[src/hdl/sig_sup_pkg.sv]
// constants and types for signal limit supervision channel 1
package sig_sup_pkg;
  localparam int DATA_W = 16;
  localparam int NUM_SRC = 32;
  typedef enum logic [2:0]
  {
    MODE_DISABLED, MODE_LOW, MODE_HIGH, MODE_ABS_LOW,
    MODE_ABS_HIGH, MODE_BOTH, MODE_ABS_BOTH, MODE_HYST
  } sup_mode_t;
  typedef enum logic [1:0]
  {
    ACT_NONE, ACT_WARNING, ACT_FAULT, ACT_FAULT_RUN
  } sup_action_t;
  // register byte offsets
  localparam logic [11:0] OFS_MODE = 12'h000;
  localparam logic [11:0] OFS_ACTION = 12'h004;
  localparam logic [11:0] OFS_SELECT = 12'h008;
  localparam logic [11:0] OFS_LOW = 12'h00c;
  localparam logic [11:0] OFS_HIGH = 12'h010;
  localparam logic [11:0] OFS_HYST = 12'h014;
  localparam logic [11:0] OFS_STATUS = 12'h018;
  localparam logic [11:0] OFS_IRQ_STAT = 12'h01c;
  localparam logic [11:0] OFS_IRQ_MASK = 12'h020;
  // selection codes and reset values
  localparam logic [4:0] SEL_ZERO = 5'h00;
  localparam logic [4:0] SEL_FREQ = 5'h03;
  localparam logic [4:0] RST_SELECT = SEL_FREQ;
  localparam logic [DATA_W-1:0] RST_LIMIT = 16'h0000;
  localparam logic [1:0] RST_IRQ = 2'h0;
  // event codes
  localparam logic [15:0] CODE_WARNING = 16'ha8b0;
  localparam logic [15:0] CODE_FAULT = 16'h80b0;
  localparam logic [15:0] CODE_NONE = 16'h0000;
  // interrupt status bit positions
  localparam int IRQ_WARN_BIT = 0;
  localparam int IRQ_FAULT_BIT = 1;
endpackage : sig_sup_pkg

[src/hdl/sig_sup.sv]
// supervision channel 1 with apb register file
//
// The APB interface to the registers and the register addresses are this design's own decisions.
`timescale 1ns/1ps
module sig_sup
(
  // clock and reset
  input wire logic CLK,
  input wire logic RESET_N,
  // apb slave
  input wire logic PSEL,
  input wire logic PENABLE,
  input wire logic PWRITE,
  input wire logic [11:0] PADDR,
  input wire logic [31:0] PWDATA,
  output logic [31:0] PRDATA,
  output logic PREADY,
  output logic PSLVERR,
  // monitored signal sources, flattened, index = selection code
  input wire logic [sig_sup_pkg::NUM_SRC*sig_sup_pkg::DATA_W-1:0] SRC_BUS,
  input wire logic RUNNING,
  // drive fault and warning handling
  output logic SUP_ACTIVE,
  output logic WARNING,
  output logic FAULT,
  output logic [15:0] EVENT_CODE,
  output logic IRQ
);
  import sig_sup_pkg::*;

  // ----------------------------------------
  // helpers
  // ----------------------------------------
  function automatic logic [DATA_W:0] mag(input logic [DATA_W-1:0] v);
    logic [DATA_W:0] x;
    x = {v[DATA_W-1], v};
    mag = v[DATA_W-1] ? (~x + 1'b1) : x;
  endfunction : mag

  function automatic logic signed [DATA_W+1:0] ext(input logic [DATA_W-1:0] v);
    ext = signed'({{2{v[DATA_W-1]}}, v});
  endfunction : ext

  // ----------------------------------------
  // register file
  // ----------------------------------------
  sup_mode_t mode, next_mode;
  sup_action_t action, next_action;
  logic [4:0] sel, next_sel;
  logic [DATA_W-1:0] lim_low, next_lim_low, lim_high, next_lim_high;
  logic [DATA_W-1:0] hyst, next_hyst;
  logic [1:0] irq_stat, next_irq_stat, irq_mask, next_irq_mask;
  logic [31:0] next_prdata;
  logic wr, setup_rd, hit;
  logic viol, next_viol, warn_now, fault_now;

  assign wr = PSEL && PENABLE && PWRITE;
  assign setup_rd = PSEL && !PENABLE && !PWRITE;
  assign PREADY = 1'b1;

  always_comb
  begin
    hit = 1'b1;
    unique case (PADDR)
      OFS_MODE, OFS_ACTION, OFS_SELECT, OFS_LOW, OFS_HIGH,
      OFS_HYST, OFS_STATUS, OFS_IRQ_STAT, OFS_IRQ_MASK: hit = 1'b1;
      default: hit = 1'b0;
    endcase
  end
  assign PSLVERR = PSEL && PENABLE && !hit;

  always_comb
  begin
    next_mode = mode;
    next_action = action;
    next_sel = sel;
    next_lim_low = lim_low;
    next_lim_high = lim_high;
    next_hyst = hyst;
    next_irq_mask = irq_mask;
    next_prdata = PRDATA;
    // set wins over write-one-to-clear
    next_irq_stat = irq_stat;
    if (wr && PADDR == OFS_IRQ_STAT)
      next_irq_stat = irq_stat & ~PWDATA[1:0];
    if (warn_now)
      next_irq_stat[IRQ_WARN_BIT] = 1'b1;
    if (fault_now)
      next_irq_stat[IRQ_FAULT_BIT] = 1'b1;
    if (wr)
    begin
      unique case (PADDR)
        OFS_MODE: next_mode = sup_mode_t'(PWDATA[2:0]);
        OFS_ACTION: next_action = sup_action_t'(PWDATA[1:0]);
        OFS_SELECT: next_sel = PWDATA[4:0];
        OFS_LOW: next_lim_low = PWDATA[DATA_W-1:0];
        OFS_HIGH: next_lim_high = PWDATA[DATA_W-1:0];
        OFS_HYST: next_hyst = PWDATA[DATA_W-1:0];
        OFS_IRQ_MASK: next_irq_mask = PWDATA[1:0];
        default: ;
      endcase
    end
    // captured in setup so the flop holds it through the access phase
    if (setup_rd)
    begin
      unique case (PADDR)
        OFS_MODE: next_prdata = {29'h0, mode};
        OFS_ACTION: next_prdata = {30'h0, action};
        OFS_SELECT: next_prdata = {27'h0, sel};
        OFS_LOW: next_prdata = {16'h0, lim_low};
        OFS_HIGH: next_prdata = {16'h0, lim_high};
        OFS_HYST: next_prdata = {16'h0, hyst};
        OFS_STATUS: next_prdata = {31'h0, viol};
        OFS_IRQ_STAT: next_prdata = {30'h0, irq_stat};
        OFS_IRQ_MASK: next_prdata = {30'h0, irq_mask};
        default: next_prdata = 32'h0;
      endcase
    end
  end

  // read data comes from a flop loaded in setup; zero waits still hold,
  // a status change during the access phase shows on the next read
  always_ff @(posedge CLK)
  begin
    if (!RESET_N)
    begin
      mode <= MODE_DISABLED;
      action <= ACT_NONE;
      sel <= RST_SELECT;
      lim_low <= RST_LIMIT;
      lim_high <= RST_LIMIT;
      hyst <= RST_LIMIT;
      irq_stat <= RST_IRQ;
      irq_mask <= RST_IRQ;
      PRDATA <= '0;
    end
    else
    begin
      mode <= next_mode;
      action <= next_action;
      sel <= next_sel;
      lim_low <= next_lim_low;
      lim_high <= next_lim_high;
      hyst <= next_hyst;
      irq_stat <= next_irq_stat;
      irq_mask <= next_irq_mask;
      PRDATA <= next_prdata;
    end
  end

  // ----------------------------------------
  // comparison
  // ----------------------------------------
  logic [DATA_W-1:0] sig;
  logic signed [DATA_W+1:0] s, lo, hi, half;
  logic [DATA_W:0] ms, mlo, mhi;

  always_comb
  begin
    // code 0 reads as zero regardless of the source wired there
    sig = (sel == SEL_ZERO) ? '0 : SRC_BUS[sel*DATA_W +: DATA_W];
    s = ext(sig);
    lo = ext(lim_low);
    hi = ext(lim_high);
    half = signed'({2'b00, hyst}) >>> 1;
    ms = mag(sig);
    mlo = mag(lim_low);
    mhi = mag(lim_high);
    next_viol = 1'b0;
    unique case (mode)
      MODE_DISABLED: next_viol = 1'b0;
      MODE_LOW: next_viol = s < lo;
      MODE_HIGH: next_viol = s > hi;
      MODE_ABS_LOW: next_viol = ms < mlo;
      MODE_ABS_HIGH: next_viol = ms > mhi;
      MODE_BOTH: next_viol = (s < lo) || (s > hi);
      MODE_ABS_BOTH: next_viol = (ms < mlo) || (ms > mhi);
      // hysteresis is centred on the upper limit
      MODE_HYST:
      begin
        if (s > hi + half)
          next_viol = 1'b1;
        else if (s < hi - half)
          next_viol = 1'b0;
        else
          next_viol = viol;
      end
    endcase
  end

  always_ff @(posedge CLK)
  begin
    if (!RESET_N)
      viol <= 1'b0;
    else
      viol <= next_viol;
  end

  // ----------------------------------------
  // actions
  // ----------------------------------------
  logic next_warn, next_fault;
  logic [15:0] next_code;

  // built from next values so the levels move on the same edge as the flag
  always_comb
  begin
    next_warn = next_viol && next_action == ACT_WARNING;
    next_fault = next_viol && (next_action == ACT_FAULT
                 || (next_action == ACT_FAULT_RUN && RUNNING));
    next_code = CODE_NONE;
    if (next_fault)
      next_code = CODE_FAULT;
    else if (next_warn)
      next_code = CODE_WARNING;
  end

  always_ff @(posedge CLK)
  begin
    if (!RESET_N)
    begin
      warn_now <= 1'b0;
      fault_now <= 1'b0;
      EVENT_CODE <= CODE_NONE;
    end
    else
    begin
      warn_now <= next_warn;
      fault_now <= next_fault;
      EVENT_CODE <= next_code;
    end
  end

  assign SUP_ACTIVE = viol;
  assign WARNING = warn_now;
  assign FAULT = fault_now;
  assign IRQ = |(irq_stat & irq_mask);
endmodule : sig_sup

[config.mk]
export PLATFORM = sky130hd
export DESIGN_NAME = sig_sup
export DESIGN_NICKNAME = d
export VERILOG_FILES = /design/src/hdl/sig_sup_pkg.sv /design/src/hdl/sig_sup.sv
export SDC_FILE = /design/constraint.sdc
export NUM_CORES = 1
export LEC_CHECK = 0
export BUFFER_PORTS_ARGS = -buffer_cell sky130_fd_sc_hd__buf_2
export CAP_MARGIN = 20
export CORE_AREA = 4 4 236 238
export DETAILED_ROUTE_END_ITERATION = 12
export DIE_AREA = 0 0 240 242
export SLEW_MARGIN = 10
export SYNTH_ARGS = -nofsm -noshare
export SYNTH_HDL_FRONTEND = slang
export SYNTH_SLANG_ARGS = --single-unit
[constraint.sdc]
create_clock -name CLK -period 9 [get_ports CLK]
set_input_delay 0.45 -clock CLK [delete_from_list [all_inputs] [get_ports CLK]]
set_output_delay 0.45 -clock CLK [all_outputs]
set_load 0.005 [all_outputs]
== After elaboration in Yosys (flattened, before gate mapping) ==
Index checks and enable logic that the tools add are counted.
Cells by class
  mux-type cells: 16
  bitwise operators: 7
  reduce and logical (&&, ||, !) cells: 29
  equality and inequality tests: 18
  shift-type cells: 1
  $lt $le $gt $ge: 6
  add/subtract/negate cells: 5
Operators with widths (count)
  $shiftx A512 B10 Y16: 1
  $pmux W16 S9: 1
  $add A17 B1 Y17 const B: 3
  $mux W17: 3
  $not A17 Y17: 3
  $eq A12 B5 Y1 const B: 4
  $mux W16: 3
  $eq A12 B4 Y1 const B: 2
  $add A16 B16 Y17: 1
  $gt A16 B17 Y1: 1
  $gt A17 B17 Y1: 1
  $lt A16 B17 Y1: 1
  $lt A17 B17 Y1: 1
  $sub A16 B16 Y17: 1
  $gt A16 B16 Y1: 1
  $lt A16 B16 Y1: 1
  $eq A12 B3 Y1 const B: 1
  $eq A12 B6 Y1 const B: 1
  $eq A3 B3 Y1 const B: 4
  $logic_not A12 Y1: 1
  $reduce_and A2 Y1: 6
  $logic_and A1 B1 Y1: 9
  $reduce_or A9 Y1: 1
  $pmux W1 S8: 1
  other kinds (15): 30
Storage, ports and cells
  register bits: 113
  output and inout bits: 54
  bits of input ports: 562

== Logic depth before layout (Yosys ltp) ==
Gate-level depths: netlist of the first run.
  word-level depth: 11
  depth in mapped cells: 26

== Worst setup path after synthesis of the first run ==
OpenSTA, ideal clock, no wires.
  path type: register to register
  from: register sel[0]
  to: register fault_now (netlist: FAULT)
  library setup time: 133 ps
  arrival time: 4914 ps
  path buffers: 4
  path slack: 3954 ps
  cell stages (with the launch flop): 26
  clock period less this slack: 5046 ps
  cell sequence: dfxtp_1 -> buf_6 -> buf_12 -> buf_6 -> buf_6 -> mux4_2 -> mux2i_1 -> o21ai_1 -> a21boi_1 -> o221a_2 -> inv_2 -> ha_1 -> o2111ai_2 -> o41ai_1 -> xnor2_1 -> ha_1 -> a21oi_1 -> a21boi_0 -> a311o_1 -> o21ai_0 -> o221ai_1 -> nand3b_1 -> o211ai_1 -> o41ai_2 -> o22ai_2 -> nor3b_2
On the way
  longest elaborated chain between the ends: 9
Ends and longest elaborated chain
  start: declaration: RTL line sig_sup.sv:49  | logic [4:0] sel, next_sel;
  start signal: assignment: RTL line sig_sup.sv:141  | sel <= next_sel;
  $shiftx A512 B10 Y16 / $logic_not A5 Y1 (equally long branches): RTL line sig_sup.sv:161  | sig = (sel == SEL_ZERO) ? '0 : SRC_BUS[sel*DATA_W +: DATA_W];
  $mux W16 *: RTL line sig_sup.sv:161
  $not A17 Y17: RTL line sig_sup.sv:37  | mag = v[DATA_W-1] ? (~x + 1'b1) : x;
  $add A17 B1 Y17: RTL line sig_sup.sv:37
  $mux W17: RTL line sig_sup.sv:37
  $lt A17 B17 Y1 / $gt A17 B17 Y1 (equally long branches): RTL line sig_sup.sv:174, sig_sup.sv:177, sig_sup.sv:175
  $logic_or A1 B1 Y1: RTL line sig_sup.sv:177  | MODE_ABS_BOTH: next_viol = (ms < mlo) || (ms > mhi);
  $pmux W1 S8 *: RTL line sig_sup.sv:170  | unique case (mode)
  $logic_and A1 B1 Y1 *: RTL line sig_sup.sv:209  | next_fault = next_viol && (next_action == ACT_FAULT
  end signal: assignment: RTL line sig_sup.sv:229  | fault_now <= next_fault;
  end: declaration: RTL line sig_sup.sv:55  | logic viol, next_viol, warn_now, fault_now;
Mark *: on every way between the ends. The rest lies on a longest branch, timed or not.
A chain may end at the register's enable or synchronous reset.

== Worst setup path in the final report of the first run ==
Ends and elaborated chain as after synthesis.

==> metrics.md, run 1 <==
| Metric | Value |
|---|---|
| Run status | `completed` |
| Dpl cells | `2644` |
| Reported max-cap violation count | `0` |
| Final global-route overflow total | `0` |
| Final net count | `2650` |
| Final WL | `71.32 mm` |
| Pwr per Cell Area | `65.81 nW/um^2` |
| Critical path startpoint category | `flip-flop` |
| Endpoint type of the worst setup path | `flip-flop` |
| Netlist area before placement | `12480 um^2` |
| Adder and majority cell fraction of the synthesized area | `0.1305` |
| Xor/xnor share of the synthesized area | `0.04490` |
| Number of I/O port buffers | `572` |
| #FFs+latches synth | `83` |
| Total die area | `58080 um^2` |
| Num CTS Buffers | `9` |
| Worst Hold Slack | `358.6 ps` |
| Cell at the root of the clock tree | `clkbuf_16` |
| DRC violation count after routing | `0` |
| CTS H-Tree Depth | `3` |
| Share of synthesized registers carrying an async set or reset | `0` |
| Share of synthesized area occupied by flip-flops and latches | `0.1331` |
| Path type of the worst setup path | `reg2reg` |
| Final ANT Viol Nets | `0` |
| DRT Pass-1 Iters | `7` |
| Total design power | `1060 uW` |
| Syn avg cell area | `8.645 um^2` |
| Most frequently used flop master after synthesis | `dfxtp_1` |
| Worst Path Required | `9270 ps` |
| Clock Pin Slew Worst Setup and Hold Paths | `60 ps` |
| Core Area | `53600 um^2` |
| Final Non-Filler Cells | `2669` |
| Dominant combinational cell family by area after synthesis | `multiplexers` |
| Routability congestion estimate | `0.9678` |
| Worst-case headroom to the max-slew limit | `0.2492` |
| Number of warnings printed during yosys synthesis | `0` |
| Clock tree from TritonCTS | `yes` |
| Total vias in the final route | `14080` |
| Clock insertion delay at the later pin of the skew report | `340 ps` |
| Worst Setup Slack, final | `2347 ps` |
| Setup skew after layout | `8.645 ps` |
| Effective utilization at floorplan | `0.2329` |
| Simple-gate share of the synthesized area | `0.1553` |
| Max rail drop VDD | `0.07183 mV` |
| Arrival time of data at the critical path endpoint | `6920 ps` |
| Chip height | `242 um` |
| Post-CTS setup repair buffer count | `0` |
| Number of global-route vias before repair | `13820` |
| Distinct cells, synth | `86` |
| Clock Path Buffers | `2` |
| Horiz. Die Dim | `240 um` |
| Cell leakage power | `0.007355 uW` |
| Antenna violations before repair | `20` |
| Largest net degree at the start of global routing | `75` |
| Clock sink count | `83` |
| Post-synthesis compound-gate area fraction | `0.2021` |
| Number of vias per cell | `5.274` |
| First-pass GRT wire length | `97.90 mm` |
| RSZ-0062 raised after global routing | `no` |
| Initial DRC count | `1130` |
| Final HPWL from detailed placement | `61.65 mm` |
| Number of hold-repair buffers added at the cts stage | `0` |
| IO Pins | `616` |
| Maximum fanout count along the critical path | `43` |
| Post_cts resized | `0` |
| Final setup violation count | `0` |
| Row Count | `85` |
| Hold crit path type | `in2reg` |
| Number of cells produced by synthesis | `1444` |
| Number of endpoints with negative hold slack in the final report | `0` |
| Slew @ Worst Pin | `1118 ps` |
| Max-slew violations | `0` |
| Minimum period implied by the final worst setup slack | `6653 ps` |
| Layout cell share with drive strength beyond 1 | `0.3756` |
| Overall Global Routing Usage | `0.2310` |
| Synth-to-Final Area Change | `29.07%` |
| Pre-CTS setup slack | `2272 ps` |
| Routed length per instance | `26.72 um` |
| Achievable clock frequency | `0.1503 GHz` |
| Number of synthesized flops with an enable pin | `0` |
| Final TNS setup | `0 ps` |
| Proportion of synthesized area in mux cells | `0.2493` |
| Final worst-path cycle share | `0.7392` |
-- cell usage after synthesis (7+ instances only) --
master / instances / share of area
a2111oi_0: 7 / 0.0049
buf_4: 34 / 0.020
o221ai_1: 16 / 0.011
buf_2: 8 / 0.0032
o31ai_1: 9 / 0.0054
buf_6: 13 / 0.012
a22o_1: 10 / 0.0070
a31oi_1: 11 / 0.0055
nor3_1: 27 / 0.011
nand3_1: 32 / 0.013
a211oi_1: 20 / 0.012
dfxtp_1: 83 / 0.13
o22ai_1: 14 / 0.0070
inv_1: 79 / 0.024
nor2b_1: 14 / 0.0070
a21o_1: 15 / 0.0090
nor2_1: 82 / 0.025
nand2b_1: 7 / 0.0035
mux4_2: 88 / 0.16
o21ai_0: 39 / 0.016
nand2_1: 177 / 0.053
xor2_1: 8 / 0.0056
a222oi_1: 15 / 0.012
a21oi_1: 122 / 0.049
a22oi_1: 9 / 0.0054
xnor2_1: 56 / 0.039
ha_1: 127 / 0.13
clkbuf_1: 61 / 0.018
and2_1: 8 / 0.0040
mux2i_1: 72 / 0.058
mux4_1: 13 / 0.027
nand4_1: 19 / 0.0095
and3_1: 8 / 0.0040
nor4_1: 10 / 0.0050
a211o_1: 14 / 0.0098
-- power by group --
| group | internal [uW] | switching [uW] |
|---|---|---|
| clock network | 183 | 145 |
| registers | 369 | 1.58 |
| logic | 184 | 177 |
| total | 737 | 324 |
-- logic make-up (layout without fill, tap and decap cells) --
logic type,after synthesis,count (layout)
other,2,42
buffers and inverters,206,695
muxes,179,179
xor gates and xnor gates,64,64
adders and majority gates,129,129
AOI/OAI and AO/OA,365,365
DFF,83,83
and+or+nand+nor,416,416
-- registers in the layout, indices dropped and copies added, names as in the netlist --
register,cells
lim_high,16
WARNING,1
PRDATA,16
action,2
irq_stat,2
lim_low,16
mode,3
EVENT_CODE,2
hyst,16
irq_mask,2
sel,5
FAULT,1
SUP_ACTIVE,1
-- area by class of cell --
type	instances	area [um^2]
clock buffers	11	232.7
clock inverters	3	17.52
fillers	5736	37490
diodes	11	27.53
inverters	82	307.8
repair buffers	599	3078
well taps	696	870.8
multi-input cells	1184	9906
flip-flops and latches	83	1672
-- metrics by stage --
| stage | util | instance area, um^2 |
|---|---|---|
| floorplan | - | 12590 |
| global placement | 0.2954 | 15830 |
| detailed placement | 0.2954 | 15830 |
| CTS | 0.3001 | 16080 |
| global route | 0.3003 | 16090 |
| finish | 0.3006 | 16110 |
-- layer usage --
| metal | vias up | track usage | share of wire |
|---|---|---|---|
| met5 | - | 0 | 0.00094 |
| met4 | 10 | 0.06977 | 0.035 |
| met3 | 96 | 0.03256 | 0.071 |
| met2 | 733 | 0.3973 | 0.48 |
| met1 | 6767 | 0.2993 | 0.41 |
| li1 | 6469 | - | - |
-- worst max-delay path, cell delays in order, from the launching register on --
cell       delay [ps]
dfxtp_4           820
buf_4             530
mux4_2            590
a22o_1            210
a211oi_1          530
nor2_1            110
buf_4             200
nor3_1            230
and3_1            250
nand2_1           160
nor4_1            480
ha_1              350
a21o_1            170
a2111oi_0         600
a22o_1            320
a211o_1           140
a211oi_2           50
a41oi_1           190
o41ai_2           120
o22ai_2           250
nor3b_2           210
-- final timing paths --
kind / start / to / slack [ps] / cells after the start
worst max register to register: sel[0]$_SDFFE_PN1P_ / FAULT$_SDFF_PN0_ / 2350 / 20
worst min register to register: hyst[0]$_SDFFE_PN0P_ / hyst[0]$_SDFFE_PN0P_ / 480 / 2
worst max-delay path: sel[0]$_SDFFE_PN1P_ / FAULT$_SDFF_PN0_ / 2350 / 20
worst min-delay path: RESET_N / sel[1]$_SDFFE_PN1P_ / 360 / 2
-- cells in the final DEF, fill, tap and decap left out, types with 8 or more instances in the layout --
cell type  synthesis  layout
and3_1             8       8
a21o_1            15      15
nor3_1            27      25
o31ai_1            9       9
a222oi_1          15      15
dfxtp_1           83      79
o221ai_1          16      16
mux4_2            88      88
a22o_1            10      10
a211o_1           14      14
nor4_1            10       9
a211oi_1          20      20
buf_4             34      26
and2_1             8       8
o21ai_0           39      39
xor2_1             8       8
buf_2              8     572
nor2_1            82      82
clkbuf_16          0       9
mux4_1            13      13
a31oi_1           11      11
a21oi_1          122     122
nand2_1          177     177
conb_1             2      31
nor2b_1           14      13
nand4_1           19      19
diode_2            0      11
ha_1             127     127
nand3_1           32      32
a22oi_1            9       9
o22ai_1           14      14
inv_1             79      78
xnor2_1           56      56
mux2i_1           72      72
Power figures use the tool's default switching activity.
==> run 2, diff against run 1 <==
==> constraint.sdc (replaced) <==
create_clock -name CLK -period 6.3 [get_ports CLK]
set_input_delay 0.315 -clock CLK [delete_from_list [all_inputs] [get_ports CLK]]
set_output_delay 0.315 -clock CLK [all_outputs]
set_load 0.005 [all_outputs]
==> run 2 against run 1 <==
Non-clock buffer count grew 31. Cell area grew 2.4%. Count of clock-buffer cells in the layout shrank 2. Critical path type unchanged. Total power grew 58%. Highest routed layer unchanged.
==> metrics.md, run 2 (synthesis gave the netlist of run 1 again) <==
| Metric | Value |
|---|---|
| Clock sink count | `83 (unchanged)` |
| Chip height | `242 um (unchanged)` |
| Pwr per Cell Area | `101.5 nW/um^2 (+54%)` |
| Number of vias per cell | `5.258 (-0.29%)` |
| Run status | `completed` |
| Final worst-path cycle share | `0.9169 (+0.1776)` |
| Final setup violation count | `0 (unchanged)` |
| Cell type with the highest occurrence count on the critical path | `ha_1` |
| Clock Pin Slew Worst Setup and Hold Paths | `80 ps (+20 ps)` |
| Clock Path Buffers | `2 (unchanged)` |
| Endpoint type of the worst setup path | `flip-flop` |
| Critical register-to-register path endpoint | `FAULT$_SDFF_PN0_` |
| RSZ-0062 raised after global routing | `no` |
| Worst Hold Slack | `199.1 ps (-159.5 ps)` |
| Number of global-route vias before repair | `14010 (+1.4%)` |
| Number of endpoints with negative hold slack in the final report | `0 (unchanged)` |
| Slew @ Worst Pin | `1101 ps (-17.24 ps)` |
| Placement-stage cell area | `16130 um^2 (+1.9%)` |
| Max rail drop VDD | `0.1213 mV (+69%)` |
| Hold crit path type | `in2reg` |
| Total die area | `58080 um^2 (unchanged)` |
| Leading cell type in the layout, fill and taps excluded | `buf_2` |
| Final net count | `2681 (+1.2%)` |
| DRT Pass-1 Iters | `6 (-1)` |
| Minimum period implied by the final worst setup slack | `5776 ps (-876.9 ps)` |
| CTS H-Tree Depth | `3 (unchanged)` |
| Total design power | `1675 uW (+58%)` |
| Achievable clock frequency | `0.1731 GHz (+15%)` |
| Num CTS Buffers | `9 (unchanged)` |
| Number of I/O port buffers | `572 (unchanged)` |
| Final ANT Viol Nets | `0 (unchanged)` |
| Reported max-cap violation count | `0 (unchanged)` |
| Finished Cell Area | `16490 um^2 (+2.4%)` |
| Maximum fanout count along the critical path | `33 (-23%)` |
| Initial DRC count | `1125 (-0.44%)` |
| Cell at the root of the clock tree | `clkbuf_16` |
| Launching instance or port of the critical path | `sel[0]$_SDFFE_PN1P_` |
| Post-CTS setup repair buffer count | `0 (unchanged)` |
| Clock tree from TritonCTS | `yes` |
| CP Capture Point | `FAULT$_SDFF_PN0_` |
| Core Area | `53600 um^2 (unchanged)` |
| Sequence of cells on the critical path | `buf_12, mux4_2, mux2i_1, a31oi_1, o221a_2, inv_2, ha_1, o2111ai_2, o41ai_1, xnor2_1, ha_1, a21oi_1, a21boi_0, a311o_1, o21ai_0, o221ai_1, nand3b_1, o211ai_1, o41ai_2, o22ai_2, nor3b_2` |
| Row Count | `85 (unchanged)` |
| IO Pins | `616 (unchanged)` |
| Worst-case register-to-register setup slack | `520 ps (-1820 ps)` |
| Synth-to-Final Area Change | `32.12%` |
| Antenna violations before repair | `30 (+50%)` |
| Total vias in the final route | `14180 (+0.75%)` |
| Setup skew after layout | `16.20 ps (+7.556 ps)` |
| Final HPWL from detailed placement | `63.07 mm (+2.3%)` |
| Source of the worst register-to-register timing path | `sel[0]$_SDFFE_PN1P_` |
| First-pass GRT wire length | `99.33 mm (+1.5%)` |
| Final TNS setup | `0 ps (unchanged)` |
| Routability congestion estimate | `0.9543 (-1.4%)` |
| Worst Path Required | `6530 ps (-2740 ps)` |
| Clock insertion delay at the later pin of the skew report | `350 ps (about the same)` |
| Horiz. Die Dim | `240 um (unchanged)` |
| Arrival time of data at the critical path endpoint | `6010 ps (-910 ps)` |
| Cell leakage power | `0.007576 uW (+3.0%)` |
| Overall Global Routing Usage | `0.2342 (+0.003190)` |
| Final WL | `72.43 mm (+1.5%)` |
| Layout cell share with drive strength beyond 1 | `0.3870 (+0.01133)` |
| Max-slew violations | `0 (unchanged)` |
| Max incr delay on CP | `560 ps (-260 ps)` |
| Path type of the worst setup path | `reg2reg` |
| Critical-path top delay cell | `mux4_2` |
| Commonest cells after routing, fill and taps aside | `buf_2 (572), nand2_1 (177), ha_1 (127), a21oi_1 (122), mux4_2 (88)` |
| Largest net degree at the start of global routing | `77 (+2.7%)` |
| Effective utilization at floorplan | `0.2329 (unchanged)` |
| DRC violation count after routing | `0 (unchanged)` |
| Number of cells traversed by the worst register-to-register path | `21 (+5.0%)` |
| Routed length per instance | `26.85 um (+0.49%)` |
| Critical path startpoint category | `flip-flop` |
| Final global-route overflow total | `0 (unchanged)` |
| Worst-case headroom to the max-slew limit | `0.2608 (+0.01158)` |
## run 2: changes by cell type in the layout (fill, tap and decap cells not counted), moves of 2 or more
cell       previous run  this run
buf_4                26        52
buf_12                1         6
diode_2              11         6
bufinv_16             0         3
clkbuf_1              2         0
clkinv_2              2         0
inv_6                 0         2
## run 2: report_power, final
part / total (uW) / internal, uW / switching [uW]
Combinational: 522 / 265 / 256
Sequential: 530 / 528 / 2.20
Clock: 623 / 390 / 233
## run 2: metal layers
| layer | GRT usage | vias to the layer above | routed length [um] |
|---|---|---|---|
| met4 | 0.06739 | 10 | 2460 |
| met5 | 0 | - | 67 |
| met2 | 0.4027 | 705 | 34520 |
| met3 | 0.03005 | 98 | 4645 |
| met1 | 0.3068 | 6835 | 30740 |
| li1 | - | 6533 | - |
## run 2: worst min-delay path by stage
stage                         startpoint              endpoint  cells past startpoint
CTS                              RESET_N   sel[1]$_SDFFE_PN1P_                      2
detailed placement  hyst[0]$_SDFFE_PN0P_  hyst[0]$_SDFFE_PN0P_                      2
floorplan                        RESET_N   sel[0]$_SDFFE_PN1P_                      1
finish                           RESET_N   sel[1]$_SDFFE_PN1P_                      2
global route                     RESET_N   sel[1]$_SDFFE_PN1P_                      2
global placement    hyst[0]$_SDFFE_PN0P_  hyst[0]$_SDFFE_PN0P_                      2
## run 2: final cells by class
| class | count | area, um^2 |
|---|---|---|
| fill | 5761 | 37110 |
| clock buffer | 9 | 225.2 |
| multi-input combinational | 1184 | 9907 |
| timing repair buffer | 630 | 3373 |
| inverter | 82 | 307.8 |
| antenna | 6 | 15.01 |
| sequential | 83 | 1672 |
| tap | 696 | 870.8 |
| clock inverter | 7 | 122.6 |
## run 2: metrics by stage
step	util	setup WS, ps	instances
finish	0.3077	523.7	2697
global route	0.3076	56.25	2694
CTS	0.3074	335.3	2691
detailed placement	0.3009	357.2	2675
global placement	0.3008	345.8	2674
floorplan	-	1254	1473
## run 2: critical path, delay by kind of cell, from the launching register on
family                   cells  cell delay [ps]
multiplexers                 2              940
XOR/XNOR                     1              180
buffers and inverters        2              400
AO/OA/AOI/OAI               12             2590
flip-flops                   1              540
adder cells (fa/ha/maj)      2              610
AND/OR/NAND/NOR              2              330
## run 2: what timing repair did
| item | CTS | global route |
|---|---|---|
| resized for setup | 0 | 1 |
| setup endpoints to repair | 0 | 4 |
| hold buffers | 0 | 0 |
==> run 3, diff against run 2 <==
--- a/config.mk
+++ b/config.mk
@@ -7,9 +7,9 @@
 export LEC_CHECK = 0
 export BUFFER_PORTS_ARGS = -buffer_cell sky130_fd_sc_hd__buf_2
 export CAP_MARGIN = 20
-export CORE_AREA = 4 4 236 238
+export CORE_AREA = 4 4 239 241
 export DETAILED_ROUTE_END_ITERATION = 12
-export DIE_AREA = 0 0 240 242
+export DIE_AREA = 0 0 243 245
 export SLEW_MARGIN = 10
 export SYNTH_ARGS = -nofsm -noshare
 export SYNTH_HDL_FRONTEND = slang
==> run 3 against run 2 <==
Fmax down 2.2%. Non-clock buffer count down 2. Sequential share of layout area about the same. Wire length down 1.2%. Total power down 0.59%. First-iteration DRC count down 6.8%. Largest power group unchanged. Combinational power about the same. Critical path type unchanged. Largest cell class unchanged.
==> metrics.md, run 3 (synthesis gave the netlist of run 1 again) <==
| Metric | Value |
|---|---|
| Sequential cell area | `1672 um^2 (unchanged)` |
| Row Count | `86 (+1.2%)` |
| Chip height | `245 um (+1.2%)` |
| Largest net degree at the start of global routing | `75 (-2.6%)` |
| Clock Pin Slew Worst Setup and Hold Paths | `70 ps (about the same)` |
| Commonest cells after routing, fill and taps aside | `buf_2 (572), nand2_1 (177), ha_1 (127), a21oi_1 (122), mux4_2 (88)` |
| Final ANT Viol Nets | `0 (unchanged)` |
| Clock insertion delay at the later pin of the skew report | `340 ps (about the same)` |
| Run status | `completed` |
| Final net count | `2679 (-0.075%)` |
| Cell at the root of the clock tree | `clkbuf_16` |
| Leading cell type in the layout, fill and taps excluded | `buf_2` |
| IO Pins | `616 (unchanged)` |
| Core Area | `54880 um^2 (+2.4%)` |
| Effective utilization at floorplan | `0.2275 (-0.005416)` |
| Overall Global Routing Usage | `0.2286 (-0.005569)` |
| Total design power | `1665 uW (-0.59%)` |
| Synth-to-Final Area Change | `32.03% (about the same)` |
| Layout cell share with drive strength beyond 1 | `0.3859 (-0.001117)` |
| Horiz. Die Dim | `243 um (+1.3%)` |
| DRT Pass-1 Iters | `7 (+1)` |
| Source of the worst register-to-register timing path | `sel[0]$_SDFFE_PN1P_` |
| Initial DRC count | `1048 (-6.8%)` |
| Post-CTS setup repair buffer count | `0 (unchanged)` |
| Number of global-route vias before repair | `14380 (+2.6%)` |
| Clock tree from TritonCTS | `yes` |
| Number of vias per cell | `5.289 (+0.58%)` |
| First-pass GRT wire length | `100.6 mm (+1.2%)` |
| Worst-case headroom to the max-slew limit | `0.3033 (+0.04252)` |
| Slew @ Worst Pin | `1037 ps (-63.31 ps)` |
| Total die area | `59540 um^2 (+2.5%)` |
| Routability congestion estimate | `1.072 (+12%)` |
| Hold Path Sink | `sel[1]$_SDFFE_PN1P_` |
| Min-delay src | `RESET_N` |
| Setup skew after layout | `12.39 ps (-3.809 ps)` |
| Worst-case register-to-register setup slack | `390 ps (-130 ps)` |
| Placement-stage cell area | `16110 um^2 (-0.11%)` |
| Antenna violations before repair | `29 (-3.3%)` |
| Final TNS setup | `0 ps (unchanged)` |
| Number of endpoints with negative hold slack in the final report | `0 (unchanged)` |
| Critical path startpoint category | `flip-flop` |
| Number of I/O port buffers | `572 (unchanged)` |
| Total vias in the final route | `14320 (+0.95%)` |
| CTS H-Tree Depth | `3 (unchanged)` |
| Minimum period implied by the final worst setup slack | `5907 ps (+130.9 ps)` |
| Reported max-cap violation count | `0 (unchanged)` |
| Final WL | `71.58 mm (-1.2%)` |
| Endpoint type of the worst setup path | `flip-flop` |
| Critical register-to-register path endpoint | `FAULT$_SDFF_PN0_` |
| Final global-route overflow total | `0 (unchanged)` |
| Num CTS Buffers | `9 (unchanged)` |
| Fillers | `5882 (+2.1%)` |
| Number of cells traversed by the worst register-to-register path | `22 (+4.8%)` |
| Final setup violation count | `0 (unchanged)` |
| Hold Crit Depth | `2 (unchanged)` |
| Worst Setup Slack, final | `392.8 ps (-130.9 ps)` |
| Pre-CTS setup slack | `407.7 ps (+50.56 ps)` |
| Clock sink count | `83 (unchanged)` |
| Final HPWL from detailed placement | `62.35 mm (-1.1%)` |
| Arrival time of data at the critical path endpoint | `6110 ps (+100 ps)` |
| RSZ-0062 raised after global routing | `no` |
| Clock Path Buffers | `2 (unchanged)` |
| Achievable clock frequency | `0.1693 GHz (-2.2%)` |
| Hold crit path type | `in2reg` |
| Maximum fanout count along the critical path | `31 (-6.1%)` |
| Multi-input logic area | `9908 um^2 (about the same)` |
| Final worst-path cycle share | `0.9376 (+0.02077)` |
| Pwr per Cell Area | `101.0 nW/um^2 (-0.52%)` |
| Max-slew violations | `0 (unchanged)` |
| DRC violation count after routing | `0 (unchanged)` |
| Routed length per instance | `26.44 um (-1.5%)` |
| Finished Cell Area | `16480 um^2 (about the same)` |
| Worst Path Required | `6500 ps (-30 ps)` |
| Max rail drop VDD | `0.1188 mV (-2.1%)` |
| Path type of the worst setup path | `reg2reg` |
| Cell leakage power | `0.007565 uW (-0.14%)` |
==> run 3: cell types whose count changed in the layout (fill, tap and decap cells not counted) <==
cell       previous run  this run
diode_2               6        10
buf_4                52        51
inv_6                 2         1
clkbuf_1              0         1
buf_12                6         5
a2111oi_1             1         2
a2111oi_0             6         5
==> run 3: worst max path at each step <==
stage	startpoint	to	slack, ps
final	sel[0]$_SDFFE_PN1P_	FAULT$_SDFF_PN0_	390
after global placement	sel[0]$_SDFFE_PN1P_	FAULT$_SDFF_PN0_	470
after detailed placement	sel[0]$_SDFFE_PN1P_	FAULT$_SDFF_PN0_	410
after CTS	sel[0]$_SDFFE_PN1P_	FAULT$_SDFF_PN0_	340
after global routing	lim_high[0]$_SDFFE_PN0P_	FAULT$_SDFF_PN0_	80
after floorplan	sel[0]$_SDFFE_PN1P_	FAULT$_SDFF_PN0_	1250
==> run 3: stage by stage <==
stage | cells | util | hold slack [ps]
after detailed placement | 2681 | 0.2936 | 463.7
after CTS | 2697 | 0.2998 | 206.7
after global routing | 2702 | 0.3001 | 222.1
final | 2707 | 0.3003 | 216.6
after floorplan | 1473 | - | 376.9
after global placement | 2681 | 0.2936 | 454.2
==> run 3: worst max-delay path: stages (launching register included) <==
cell       delay, ps
dfxtp_4          610
buf_12           310
mux4_2           540
a2111oi_1        490
buf_4            190
a211o_1          190
inv_1             80
nor3_1           210
and3_1           250
nand2_1          130
o41ai_2          240
xnor2_1          160
ha_1             310
o21a_1           120
o2111ai_1        110
a22o_1           280
a211o_1          270
a211oi_2         240
o211ai_1         160
o41ai_2          380
o22ai_2          110
buf_4            180
nor3b_2          150
==> run 3: power by group <==
part / switching (uW) / leakage, uW / internal, uW
Sequential: 2.01 / 0.000671 / 528
Combinational: 257 / 0.00673 / 267
Clock: 222 / 0.000159 / 389
Total: 481 / 0.00756 / 1180
==> run 3: cell type report <==
class                   count  share of cell area
multi-input cells        1184              0.6012
repair buffers            628              0.2030
clock inverters             6            0.006908
inverters                  82             0.01867
clock buffers              10             0.01389
well taps                 704             0.05344
diodes                     10            0.001518
flip-flops and latches     83              0.1014
==> run 3: per-layer routing <==
metal  share of wire  track usage  routed length, um  up-vias
met3           0.078      0.04217               5563       99
met5         0.00066            0                 47        -
met1            0.39       0.2740              27930     6951
met2            0.50       0.4152              35580      728
li1                -            -                  -     6530
met4           0.034      0.06994               2452        8
==> run 3: timing repair <==
item / CTS / global route
gates resized for setup: 0 / 2
hold buffers: 0 / 0
setup endpoints to repair: 0 / 3
